$ cat src/pkg/hicr_pkg.sv
// Package for the hub identity and first-configuration register bank.
// Assumes byte-wide register access from the serial slave engine on the hub clock.
package hicr_pkg;

    // ------------------------------------------------------------
    // Register offsets
    // ------------------------------------------------------------
    localparam logic [7:0] VENDOR_CODE_LOW_OFS = 8'h00;
    localparam logic [7:0] VENDOR_CODE_HIGH_OFS = 8'h01;
    localparam logic [7:0] PRODUCT_CODE_LOW_OFS = 8'h02;
    localparam logic [7:0] PRODUCT_CODE_HIGH_OFS = 8'h03;
    localparam logic [7:0] RELEASE_NUMBER_LOW_OFS = 8'h04;
    localparam logic [7:0] RELEASE_NUMBER_HIGH_OFS = 8'h05;
    localparam logic [7:0] FIRST_CONFIG_BYTE_OFS = 8'h06;
    localparam int REG_COUNT = 7;

    // ------------------------------------------------------------
    // Field positions and reset values
    // ------------------------------------------------------------
    localparam int POWER_SOURCE_SELECT_BIT = 7;
    localparam logic POWER_BUS = 1'b0;
    localparam logic POWER_SELF = 1'b1;
    // Arbitrary neutral identity values, not those of any real part
    localparam logic [15:0] VENDOR_CODE_RESET = 16'h5a5a;
    localparam logic [15:0] PRODUCT_CODE_RESET = 16'h0001;
    localparam logic [15:0] RELEASE_NUMBER_RESET = 16'h0100;
    localparam logic [7:0] FIRST_CONFIG_BYTE_RESET = 8'h00;

    // ------------------------------------------------------------
    // Device descriptor byte positions and fixed contents
    // ------------------------------------------------------------
    localparam logic [4:0] DESC_LENGTH = 5'h12;
    localparam logic [4:0] DESC_IDX_LEN = 5'h00;
    localparam logic [4:0] DESC_IDX_TYPE = 5'h01;
    localparam logic [4:0] DESC_IDX_USB_LO = 5'h02;
    localparam logic [4:0] DESC_IDX_USB_HI = 5'h03;
    localparam logic [4:0] DESC_IDX_CLASS = 5'h04;
    localparam logic [4:0] DESC_IDX_MAXPKT = 5'h07;
    localparam logic [4:0] DESC_IDX_VENDOR_LO = 5'h08;
    localparam logic [4:0] DESC_IDX_VENDOR_HI = 5'h09;
    localparam logic [4:0] DESC_IDX_PRODUCT_LO = 5'h0a;
    localparam logic [4:0] DESC_IDX_PRODUCT_HI = 5'h0b;
    localparam logic [4:0] DESC_IDX_RELEASE_LO = 5'h0c;
    localparam logic [4:0] DESC_IDX_RELEASE_HI = 5'h0d;
    localparam logic [4:0] DESC_IDX_NUM_CONFIGS = 5'h11;
    localparam logic [7:0] DESC_TYPE_DEVICE = 8'h01;
    localparam logic [7:0] DESC_USB_LO = 8'h00;
    localparam logic [7:0] DESC_USB_HI = 8'h02;
    localparam logic [7:0] DESC_CLASS_HUB = 8'h09;
    localparam logic [7:0] DESC_MAXPKT = 8'h40;
    localparam logic [7:0] DESC_NUM_CONFIGS = 8'h01;

    // ------------------------------------------------------------
    // Carriers
    // ------------------------------------------------------------
    typedef struct packed {
        logic [15:0] vendor_code;
        logic [15:0] product_code;
        logic [15:0] release_number;
    } hicr_ident_s;

    typedef struct packed {
        logic wr_en;
        logic rd_en;
        logic [7:0] addr;
        logic [7:0] wdata;
    } hicr_req_s;

endpackage

$ cat src/design/hicr_regs.sv
// Identity and first-configuration register bank of a three-port hub.
// Assumes the serial slave engine runs on the same clock and issues
// one-cycle byte read/write strobes; descriptor engine reads bytes by index.
`timescale 1ns/100ps
`default_nettype none

// Overview of operation
// - Offset 0 is a writable byte, low byte of the vendor code.
// - Offset 1 is a writable byte, high byte of the vendor code.
// - Offset 2 is a writable byte, low byte of the product code.
// - Offset 3 is a writable byte, high byte of the product code.
// - Offset 4 is a writable byte, low byte of BCD release number.
// - Offset 5 is a writable byte, high byte of BCD release number.
// - Offset 6 bit 7 selects power: 0 bus-powered, 1 self-powered.
module hicr_regs #(
    parameter logic [15:0] VENDOR_CODE_DEFAULT = hicr_pkg::VENDOR_CODE_RESET,
    parameter logic [15:0] PRODUCT_CODE_DEFAULT = hicr_pkg::PRODUCT_CODE_RESET,
    parameter logic [15:0] RELEASE_NUMBER_DEFAULT = hicr_pkg::RELEASE_NUMBER_RESET
) (
    // Clock and reset
    input wire logic clock,
    input wire logic rstn,
    // Register access from the serial slave engine
    input wire hicr_pkg::hicr_req_s reg_req,
    output logic [7:0] reg_rdata,
    output logic reg_rvalid,
    output logic reg_hit,
    // Descriptor byte fetch
    input wire logic desc_rd_en,
    input wire logic [4:0] desc_index,
    output logic [7:0] desc_rdata,
    output logic desc_rvalid,
    // Configuration seen by the hub core
    output hicr_pkg::hicr_ident_s ident,
    output logic power_source_select,
    output logic [7:0] first_config_byte
);

    // ------------------------------------------------------------
    // Storage
    // ------------------------------------------------------------
    // Identity bytes, one per offset, each standing alone
    logic [7:0] vendor_code_low_reg;
    logic [7:0] vendor_code_low_next;
    logic [7:0] vendor_code_high_reg;
    logic [7:0] vendor_code_high_next;
    logic [7:0] product_code_low_reg;
    logic [7:0] product_code_low_next;
    logic [7:0] product_code_high_reg;
    logic [7:0] product_code_high_next;
    logic [7:0] release_number_low_reg;
    logic [7:0] release_number_low_next;
    logic [7:0] release_number_high_reg;
    logic [7:0] release_number_high_next;
    // Configuration byte; only bit 7 has a function in this bank
    logic [7:0] first_config_byte_reg;
    logic [7:0] first_config_byte_next;
    // Register read answer, held until the next read
    logic [7:0] rdata_reg;
    logic [7:0] rdata_next;
    logic rvalid_reg;
    logic rvalid_next;
    logic hit_reg;
    logic hit_next;
    // Descriptor fetch answer, held until the next fetch
    logic [7:0] drdata_reg;
    logic [7:0] drdata_next;
    logic dvalid_reg;
    logic dvalid_next;
    // Write decode
    logic [7:0] wr_byte;
    logic wr_vendor_low;
    logic wr_vendor_high;
    logic wr_product_low;
    logic wr_product_high;
    logic wr_release_low;
    logic wr_release_high;
    logic wr_config;

    // ------------------------------------------------------------
    // Reset images
    // ------------------------------------------------------------
    // Split from the 16-bit defaults, so an integrator overrides one
    // parameter per identifier rather than two bytes
    localparam logic [7:0] VENDOR_LOW_INIT = VENDOR_CODE_DEFAULT[7:0];
    localparam logic [7:0] VENDOR_HIGH_INIT = VENDOR_CODE_DEFAULT[15:8];
    localparam logic [7:0] PRODUCT_LOW_INIT = PRODUCT_CODE_DEFAULT[7:0];
    localparam logic [7:0] PRODUCT_HIGH_INIT = PRODUCT_CODE_DEFAULT[15:8];
    localparam logic [7:0] RELEASE_LOW_INIT = RELEASE_NUMBER_DEFAULT[7:0];
    localparam logic [7:0] RELEASE_HIGH_INIT = RELEASE_NUMBER_DEFAULT[15:8];

    // ------------------------------------------------------------
    // Decode helpers
    // ------------------------------------------------------------
    // Offset in the mapped range of this bank
    function automatic logic mapped(input logic [7:0] a);
        mapped = (a <= hicr_pkg::FIRST_CONFIG_BYTE_OFS);
    endfunction

    // Full 8-bit compare: offsets that alias in the low bits, such as
    // the later configuration bytes, never reach this bank
    function automatic logic wr_sel(input hicr_pkg::hicr_req_s req, input logic [7:0] ofs);
        wr_sel = req.wr_en && (req.addr == ofs);
    endfunction

    // New byte when its strobe is up, old byte otherwise
    function automatic logic [7:0] merge_byte(input logic sel, input logic [7:0] wdata,
        input logic [7:0] old);
        merge_byte = sel ? wdata : old;
    endfunction

    // ------------------------------------------------------------
    // Write strobes
    // ------------------------------------------------------------
    // One strobe per offset; a write above the bank raises none, so it
    // is dropped without touching any stored byte
    assign wr_byte = reg_req.wdata;
    assign wr_vendor_low = wr_sel(reg_req, hicr_pkg::VENDOR_CODE_LOW_OFS);
    assign wr_vendor_high = wr_sel(reg_req, hicr_pkg::VENDOR_CODE_HIGH_OFS);
    assign wr_product_low = wr_sel(reg_req, hicr_pkg::PRODUCT_CODE_LOW_OFS);
    assign wr_product_high = wr_sel(reg_req, hicr_pkg::PRODUCT_CODE_HIGH_OFS);
    assign wr_release_low = wr_sel(reg_req, hicr_pkg::RELEASE_NUMBER_LOW_OFS);
    assign wr_release_high = wr_sel(reg_req, hicr_pkg::RELEASE_NUMBER_HIGH_OFS);
    assign wr_config = wr_sel(reg_req, hicr_pkg::FIRST_CONFIG_BYTE_OFS);

    // ------------------------------------------------------------
    // Identity bytes
    // ------------------------------------------------------------
    // No latching of a pair: a host that writes only one half sees that
    // half change at once, so both halves go in before the hub attaches
    always_comb
    begin
        vendor_code_low_next = merge_byte(wr_vendor_low, wr_byte, vendor_code_low_reg);
        vendor_code_high_next = merge_byte(wr_vendor_high, wr_byte, vendor_code_high_reg);
        product_code_low_next = merge_byte(wr_product_low, wr_byte, product_code_low_reg);
        product_code_high_next = merge_byte(wr_product_high, wr_byte, product_code_high_reg);
        release_number_low_next = merge_byte(wr_release_low, wr_byte, release_number_low_reg);
        release_number_high_next = merge_byte(wr_release_high, wr_byte, release_number_high_reg);
    end

    // Asynchronous reset loads the parameter defaults
    always_ff @(posedge clock or negedge rstn)
    begin
        if (!rstn)
        begin
            vendor_code_low_reg <= VENDOR_LOW_INIT;
            vendor_code_high_reg <= VENDOR_HIGH_INIT;
            product_code_low_reg <= PRODUCT_LOW_INIT;
            product_code_high_reg <= PRODUCT_HIGH_INIT;
            release_number_low_reg <= RELEASE_LOW_INIT;
            release_number_high_reg <= RELEASE_HIGH_INIT;
        end
        else
        begin
            vendor_code_low_reg <= vendor_code_low_next;
            vendor_code_high_reg <= vendor_code_high_next;
            product_code_low_reg <= product_code_low_next;
            product_code_high_reg <= product_code_high_next;
            release_number_low_reg <= release_number_low_next;
            release_number_high_reg <= release_number_high_next;
        end
    end

    // ------------------------------------------------------------
    // First configuration byte
    // ------------------------------------------------------------
    // All eight bits kept as written, so a default written back to a
    // reserved bit reads back unchanged; only bit 7 is used here
    always_comb
    begin
        first_config_byte_next = merge_byte(wr_config, wr_byte, first_config_byte_reg);
    end

    // Reset value selects bus-powered operation
    always_ff @(posedge clock or negedge rstn)
    begin
        if (!rstn)
        begin
            first_config_byte_reg <= hicr_pkg::FIRST_CONFIG_BYTE_RESET;
        end
        else
        begin
            first_config_byte_reg <= first_config_byte_next;
        end
    end

    // ------------------------------------------------------------
    // Register read answer
    // ------------------------------------------------------------
    // Reads see the stored bytes, so a read in the cycle of a write to
    // the same offset returns the old byte; unmapped offsets give zero
    always_comb
    begin
        rdata_next = rdata_reg;
        rvalid_next = reg_req.rd_en;
        hit_next = hit_reg;
        if (reg_req.rd_en)
        begin
            hit_next = mapped(reg_req.addr);
            case (reg_req.addr)
                hicr_pkg::VENDOR_CODE_LOW_OFS: rdata_next = vendor_code_low_reg;
                hicr_pkg::VENDOR_CODE_HIGH_OFS: rdata_next = vendor_code_high_reg;
                hicr_pkg::PRODUCT_CODE_LOW_OFS: rdata_next = product_code_low_reg;
                hicr_pkg::PRODUCT_CODE_HIGH_OFS: rdata_next = product_code_high_reg;
                hicr_pkg::RELEASE_NUMBER_LOW_OFS: rdata_next = release_number_low_reg;
                hicr_pkg::RELEASE_NUMBER_HIGH_OFS: rdata_next = release_number_high_reg;
                hicr_pkg::FIRST_CONFIG_BYTE_OFS: rdata_next = first_config_byte_reg;
                default: rdata_next = 8'h00;
            endcase
        end
    end

    // Valid is a one-cycle pulse; data and hit stand until the next read
    always_ff @(posedge clock or negedge rstn)
    begin
        if (!rstn)
        begin
            rdata_reg <= 8'h00;
            rvalid_reg <= 1'b0;
            hit_reg <= 1'b0;
        end
        else
        begin
            rdata_reg <= rdata_next;
            rvalid_reg <= rvalid_next;
            hit_reg <= hit_next;
        end
    end

    // ------------------------------------------------------------
    // Device descriptor byte source
    // ------------------------------------------------------------
    // Identity bytes go out low byte first, as the descriptor wants;
    // the fixed bytes describe a hub with one configuration
    always_comb
    begin
        drdata_next = drdata_reg;
        dvalid_next = desc_rd_en;
        if (desc_rd_en)
        begin
            case (desc_index)
                // Fixed header bytes
                hicr_pkg::DESC_IDX_LEN: drdata_next = {3'h0, hicr_pkg::DESC_LENGTH};
                hicr_pkg::DESC_IDX_TYPE: drdata_next = hicr_pkg::DESC_TYPE_DEVICE;
                hicr_pkg::DESC_IDX_USB_LO: drdata_next = hicr_pkg::DESC_USB_LO;
                hicr_pkg::DESC_IDX_USB_HI: drdata_next = hicr_pkg::DESC_USB_HI;
                hicr_pkg::DESC_IDX_CLASS: drdata_next = hicr_pkg::DESC_CLASS_HUB;
                hicr_pkg::DESC_IDX_MAXPKT: drdata_next = hicr_pkg::DESC_MAXPKT;
                // Identity bytes straight from the register bank, then the fixed configuration count
                hicr_pkg::DESC_IDX_VENDOR_LO: drdata_next = vendor_code_low_reg;
                hicr_pkg::DESC_IDX_VENDOR_HI: drdata_next = vendor_code_high_reg;
                hicr_pkg::DESC_IDX_PRODUCT_LO: drdata_next = product_code_low_reg;
                hicr_pkg::DESC_IDX_PRODUCT_HI: drdata_next = product_code_high_reg;
                hicr_pkg::DESC_IDX_RELEASE_LO: drdata_next = release_number_low_reg;
                hicr_pkg::DESC_IDX_RELEASE_HI: drdata_next = release_number_high_reg;
                hicr_pkg::DESC_IDX_NUM_CONFIGS: drdata_next = hicr_pkg::DESC_NUM_CONFIGS;
                default: drdata_next = 8'h00; // String indices and protocol left zero
            endcase
        end
    end

    // Descriptor data held until the next fetch
    always_ff @(posedge clock or negedge rstn)
    begin
        if (!rstn)
        begin
            drdata_reg <= 8'h00;
            dvalid_reg <= 1'b0;
        end
        else
        begin
            drdata_reg <= drdata_next;
            dvalid_reg <= dvalid_next;
        end
    end

    // ------------------------------------------------------------
    // Outputs
    // ------------------------------------------------------------
    // All straight from flops, so the hub core sees stable values
    assign reg_rdata = rdata_reg;
    assign reg_rvalid = rvalid_reg;
    assign reg_hit = hit_reg;
    assign desc_rdata = drdata_reg;
    assign desc_rvalid = dvalid_reg;

    // Each 16-bit value is {high byte, low byte}; one assignment for the
    // whole carrier, so it has a single driver
    assign ident = {vendor_code_high_reg, vendor_code_low_reg,
        product_code_high_reg, product_code_low_reg,
        release_number_high_reg, release_number_low_reg};

    // Power source straight from the stored byte: 0 bus, 1 self
    assign power_source_select = first_config_byte_reg[hicr_pkg::POWER_SOURCE_SELECT_BIT];
    assign first_config_byte = first_config_byte_reg;

endmodule

`default_nettype wire

$ cat config.mk
export PLATFORM = sky130hd
export DESIGN_NAME = hicr_regs
export DESIGN_NICKNAME = d
export VERILOG_FILES = /design/src/pkg/hicr_pkg.sv /design/src/design/hicr_regs.sv
export SDC_FILE = /design/constraint.sdc
export NUM_CORES = 1
export LEC_CHECK = 0
export ABC_AREA = 1
export BUFFER_PORTS_ARGS = -buffer_cell sky130_fd_sc_hd__buf_4
export CORE_UTILIZATION = 50
export CTS_BUF_LIST = sky130_fd_sc_hd__clkbuf_4 sky130_fd_sc_hd__clkbuf_8
export CTS_CLUSTER_SIZE = 24
export DETAILED_ROUTE_END_ITERATION = 10
export PLACE_DENSITY = 0.91
export SYNTH_ARGS = -nofsm -noshare
export SYNTH_HDL_FRONTEND = slang
export SYNTH_SLANG_ARGS = --single-unit
$ cat constraint.sdc
create_clock -name clock -period 0.94 [get_ports clock]
set_input_delay 0.141 -clock clock [delete_from_list [all_inputs] [get_ports clock]]
set_output_delay 0.141 -clock clock [all_outputs]
set_load 0.01 [all_outputs]
==> impl_metrics.ini, run 1 <==
[floorplanning]
start_util_pct = 51.4
num_io_pins = 102
row_count = 32
die_w_microns = 90.9
die_h_microns = 90.9

[yosys]
syn_avg_cell_area_sq_um = 7.46
synth_area_sq_um = 3960
yosysMostFrequentCell = nand2_1
netlist_top_cells_count = nand2_1 (195), dfrtp_1 (65), nand3_1 (60), nor2_1 (51), o21ai_1 (41)
yosys.area.top_type_share_pct = 41.1
synth_edf_count = 0
synth_area_leaders = dfrtp_1 (41%), nand2_1 (19%), nand3_1 (7.6%), dfstp_2 (6.6%), o21ai_1 (5.2%)
synth_warnings = 0
ys_seq_area_share_pct = 47.8
ys.flop_type = dfrtp_1
synthDistinctLibCells = 27
syn_inst = 530
syn-num-nets = 556
synthArstFlopShare_pct = 100
ys_seq_elements = 75
yosysTopAreaCell = dfrtp_1

[sta]
worstEpCategory = register input
grt-worst-endpoint = desc_rdata[3]$_DFFE_PN0P_/D

[run_status]
outcome = aborted with a tool error
error_line = [ERROR DPL-0038] Utilization greater than 100%, impossible to legalize
lastStage = 5_1_grt

[cts]
cts_root_buf = clkbuf_8
clock_sinks = 75
cts_buffers = 9
clockBufferDepth = 2
cts_htree_levels = 3

[placed_design]
place_congestion = 1.11
dpl.cell_count = 806
io_buffers = 101
dp_hpwl_microns = 10300
post_dp_cell_area_sq_um = 5540

[grt]
grt_start_max_net_pins = 76
-- cell families after synthesis --
logic type | share of synthesized area, %
AOI/OAI and AO/OA | 8.23
buffers and inverters | 5.85
DFF | 47.8
and+or+nand+nor | 38.2
-- metrics by stage --
| stage | worst slack (ps) | util (%) |
|---|---|---|
| floorplan | -134 | - |
| global placement | -340 | 72.0 |
| detailed placement | -449 | 72.0 |
| CTS | -318 | 91.2 |
-- repair_timing --
action	in CTS
setup buffers	68
endpoints found under the setup margin	102
hold endpoints to repair	66
resized for setup	191
hold buffers	2
pin swaps	41
==> run 2: changes to the inputs <==
Settings changed: CORE_UTILIZATION 50 to 40, CTS_BUF_LIST sky130_fd_sc_hd__clkbuf_4 sky130_fd_sc_hd__clkbuf_8 to default, CTS_CLUSTER_SIZE 24 to default, PLACE_DENSITY 0.91 to default, PLACE_DENSITY_LB_ADDON from default to 0.15.
Clock period 0.94 ns to 1.2 ns, I/O delays scaled along.
==> impl_metrics.ini, run 2 <==
[run_status]
outcome = complete, but fails checks
violations = negative setup slack

[critical_path]
path_class = register to output pin
crit_chain = buf_6 > buf_6
r2r_cells = 7
r2r_slack_ps = 20
start_kind = register
cp.required_ps = 1020
cp_data_arrival_time_ps = 1080
cp_slowest_stage_delay_ps = 550
cp_max_fo = 2
worstSetupEndpoint = ident[33]
r2r-end = desc_rdata[0]
crit_top_cell = buf_6
critPathCaptureType = output pin
r2r_start = product_code_low_reg[0]
critPathSlowestCell = dfstp_2
crit_path_start = vendor_code_low_reg[1]

[cells_and_area]
register_area_sq_um = 1890
fin_area_sq_um = 5490
nFillCells = 892
n_antenna_cell = 0
drive_gt1_share_pct = 29.4
area_delta_synth_final_pct = 38.8
final_util_pct = 58.3
multiInputGateArea_sq_um = 1860
layout_common_cells = nand2_1 (195), buf_4 (125), dfrtp_1 (63), nand3_1 (60), nor2_1 (49)
final_common_cell = nand2_1
finish.net_count = 695

[cts]
clock_latency_ps = 350
cts_htree_levels = 3
clk_pin_slew_ps = 80
tritoncts = done
cts_root_buf = clkbuf_8
cts_buffers = 9
clockBufferDepth = 2
clock_sinks = 75

[yosys]
yosysMostFrequentCell = nand2_1
yosys.area.top_type_share_pct = 41.1
ys_seq_area_share_pct = 47.8
synth_area_sq_um = 3960
synthArstFlopShare_pct = 100
yosysTopAreaCell = dfrtp_1
ys_seq_elements = 75
syn_inst = 530
synth_area_leaders = dfrtp_1 (41%), nand2_1 (19%), nand3_1 (7.6%), dfstp_2 (6.6%), o21ai_1 (5.2%)
syn_avg_cell_area_sq_um = 7.46
netlist_top_cells_count = nand2_1 (195), dfrtp_1 (65), nand3_1 (60), nor2_1 (51), o21ai_1 (41)
synthDistinctLibCells = 27
syn-num-nets = 556
synth_edf_count = 0
synth_warnings = 0
ys.flop_type = dfrtp_1

[grt]
grt_pass1_vias = 3789
grt_start_max_net_pins = 76
grt.overflow.total = 0
grtUsageTotal_pct = 27.8
antenna_found_initial = 0
grt_pass1_wl_microns = 20700

[floorplanning]
dieArea_sq_um = 10300
start_util_pct = 42.0
row_count = 35
die_w_microns = 101
core-area_sq_um = 9420
num_io_pins = 102
die_h_microns = 101

[routing]
wl_microns = 13700
dr.pass1.iters = 5
ant_nets = 0
drt-vias-per-instance = 5.08
drt_iter0_markers = 172
vias = 4083
wl_per_cell_microns = 17.0
drc_errors = 0

[sta]
setup_viol = 1
slew_headroom_pct = 69.2
fin_ws_ps = -56.9
finalSetupTns_ps = -56.9
period_needed_ps = 1260
max_freq_ghz = 0.796
finalCritPeriodShare_pct = 105
rsz0062_at_grt = yes
final_max_slew_viol_count = 0
hold_viol = 0
clock_skew_ps = 10.9
worst_pin_slew_ps = 461

[pwr]
power_density_nw_per_um2 = 1050
power.total_uw = 5780
p_leak_uw = 0.00285
power_frac_seq_pct = 47.8
internal_power_uw = 4210
p_sw_share_pct = 27.2
peakVddDrop_mv = 0.551
clock_power_share_pct = 38.8
power_switching_uw = 1570
combPwrFrac_pct = 13.5

[placed_design]
io_buffers = 101
post_dp_cell_area_sq_um = 5110
place_congestion = 0.896
dp_hpwl_microns = 10100
pre_cts_slack_ps = -270

[hold_path]
hold_class = primary input to register

[flow_run]
maxCapViolCount = 0
==> run 2: cell counts after synthesis <==
No cell type changed its count.
==> run 2: cell families (layout without fill, tap and decap cells) <==
kind of cell / Yosys count / in the layout / synth area share (%)
simple gates: 340 / 340 / 38.2
buf+inv: 50 / 194 / 5.85
flops: 75 / 75 / 47.8
compound gates: 65 / 65 / 8.23
==> run 2: power groups by stage <==
stage / registers, uW / logic, uW / clock network (uW)
after global routing: 2770 / 848 / 2380
after CTS: 2760 / 770 / 2270
after floorplan: 2820 / 236 / 0
after global placement: 2820 / 715 / 0
final: 2760 / 778 / 2240
after detailed placement: 2820 / 726 / 0
==> run 2: worst min path at each step <==
stage / from / to / slack (ps) / depth (start not counted)
2_1_floorplan: rstn / desc_rdata[0] / -120 / 0
3_3_place_gp: rstn / desc_rvalid / 220 / 2
3_5_place_dp: rstn / desc_rdata[2] / 230 / 2
4_1_cts: desc_rd_en / desc_rvalid / 5 / 1
5_1_grt: reg_req[16] / reg_rvalid / 10 / 1
6_report: reg_req[16] / reg_rvalid / 30 / 1
==> run 2: routing by layer <==
layer	part of all wire, %	GRT usage, %
met1	44	37.7
met2	47	45.0
met3	6.5	5.24
met4	2.3	8.81
met5	0	0
==> run 2: what timing repair did <==
item	CTS	global route
endpoints found under the setup margin	11	15
resized for setup	5	13
pin swaps	0	6
endpoints found under the hold margin	65	1
hold buffers	1	1
setup buffers	10	0
==> run 2: metrics by stage <==
stage / hold WS (ps) / instances
after CTS: 4.67 / 802
after floorplan: -116 / 530
after detailed placement: 230 / 775
after global routing: 14.0 / 803
after global placement: 224 / 775
final: 29.7 / 803
==> run 2: worst max-delay path: cells and delay by family (launching register included) <==
kind	cells	cell delay, ps
buffers and inverters	2	190
flip-flops	1	550
==> run 2: layout make-up <==
| class | count | share of cell area, % |
|---|---|---|
| multi-input cells | 405 | 33.8 |
| inverters | 34 | 2.42 |
| repair buffers | 144 | 22.2 |
| well taps | 129 | 2.94 |
| flip-flops and latches | 75 | 34.5 |
| clock inverters | 6 | 1.62 |
| clock buffers | 10 | 2.51 |
Note: power is estimated with default switching activity, not from simulation.
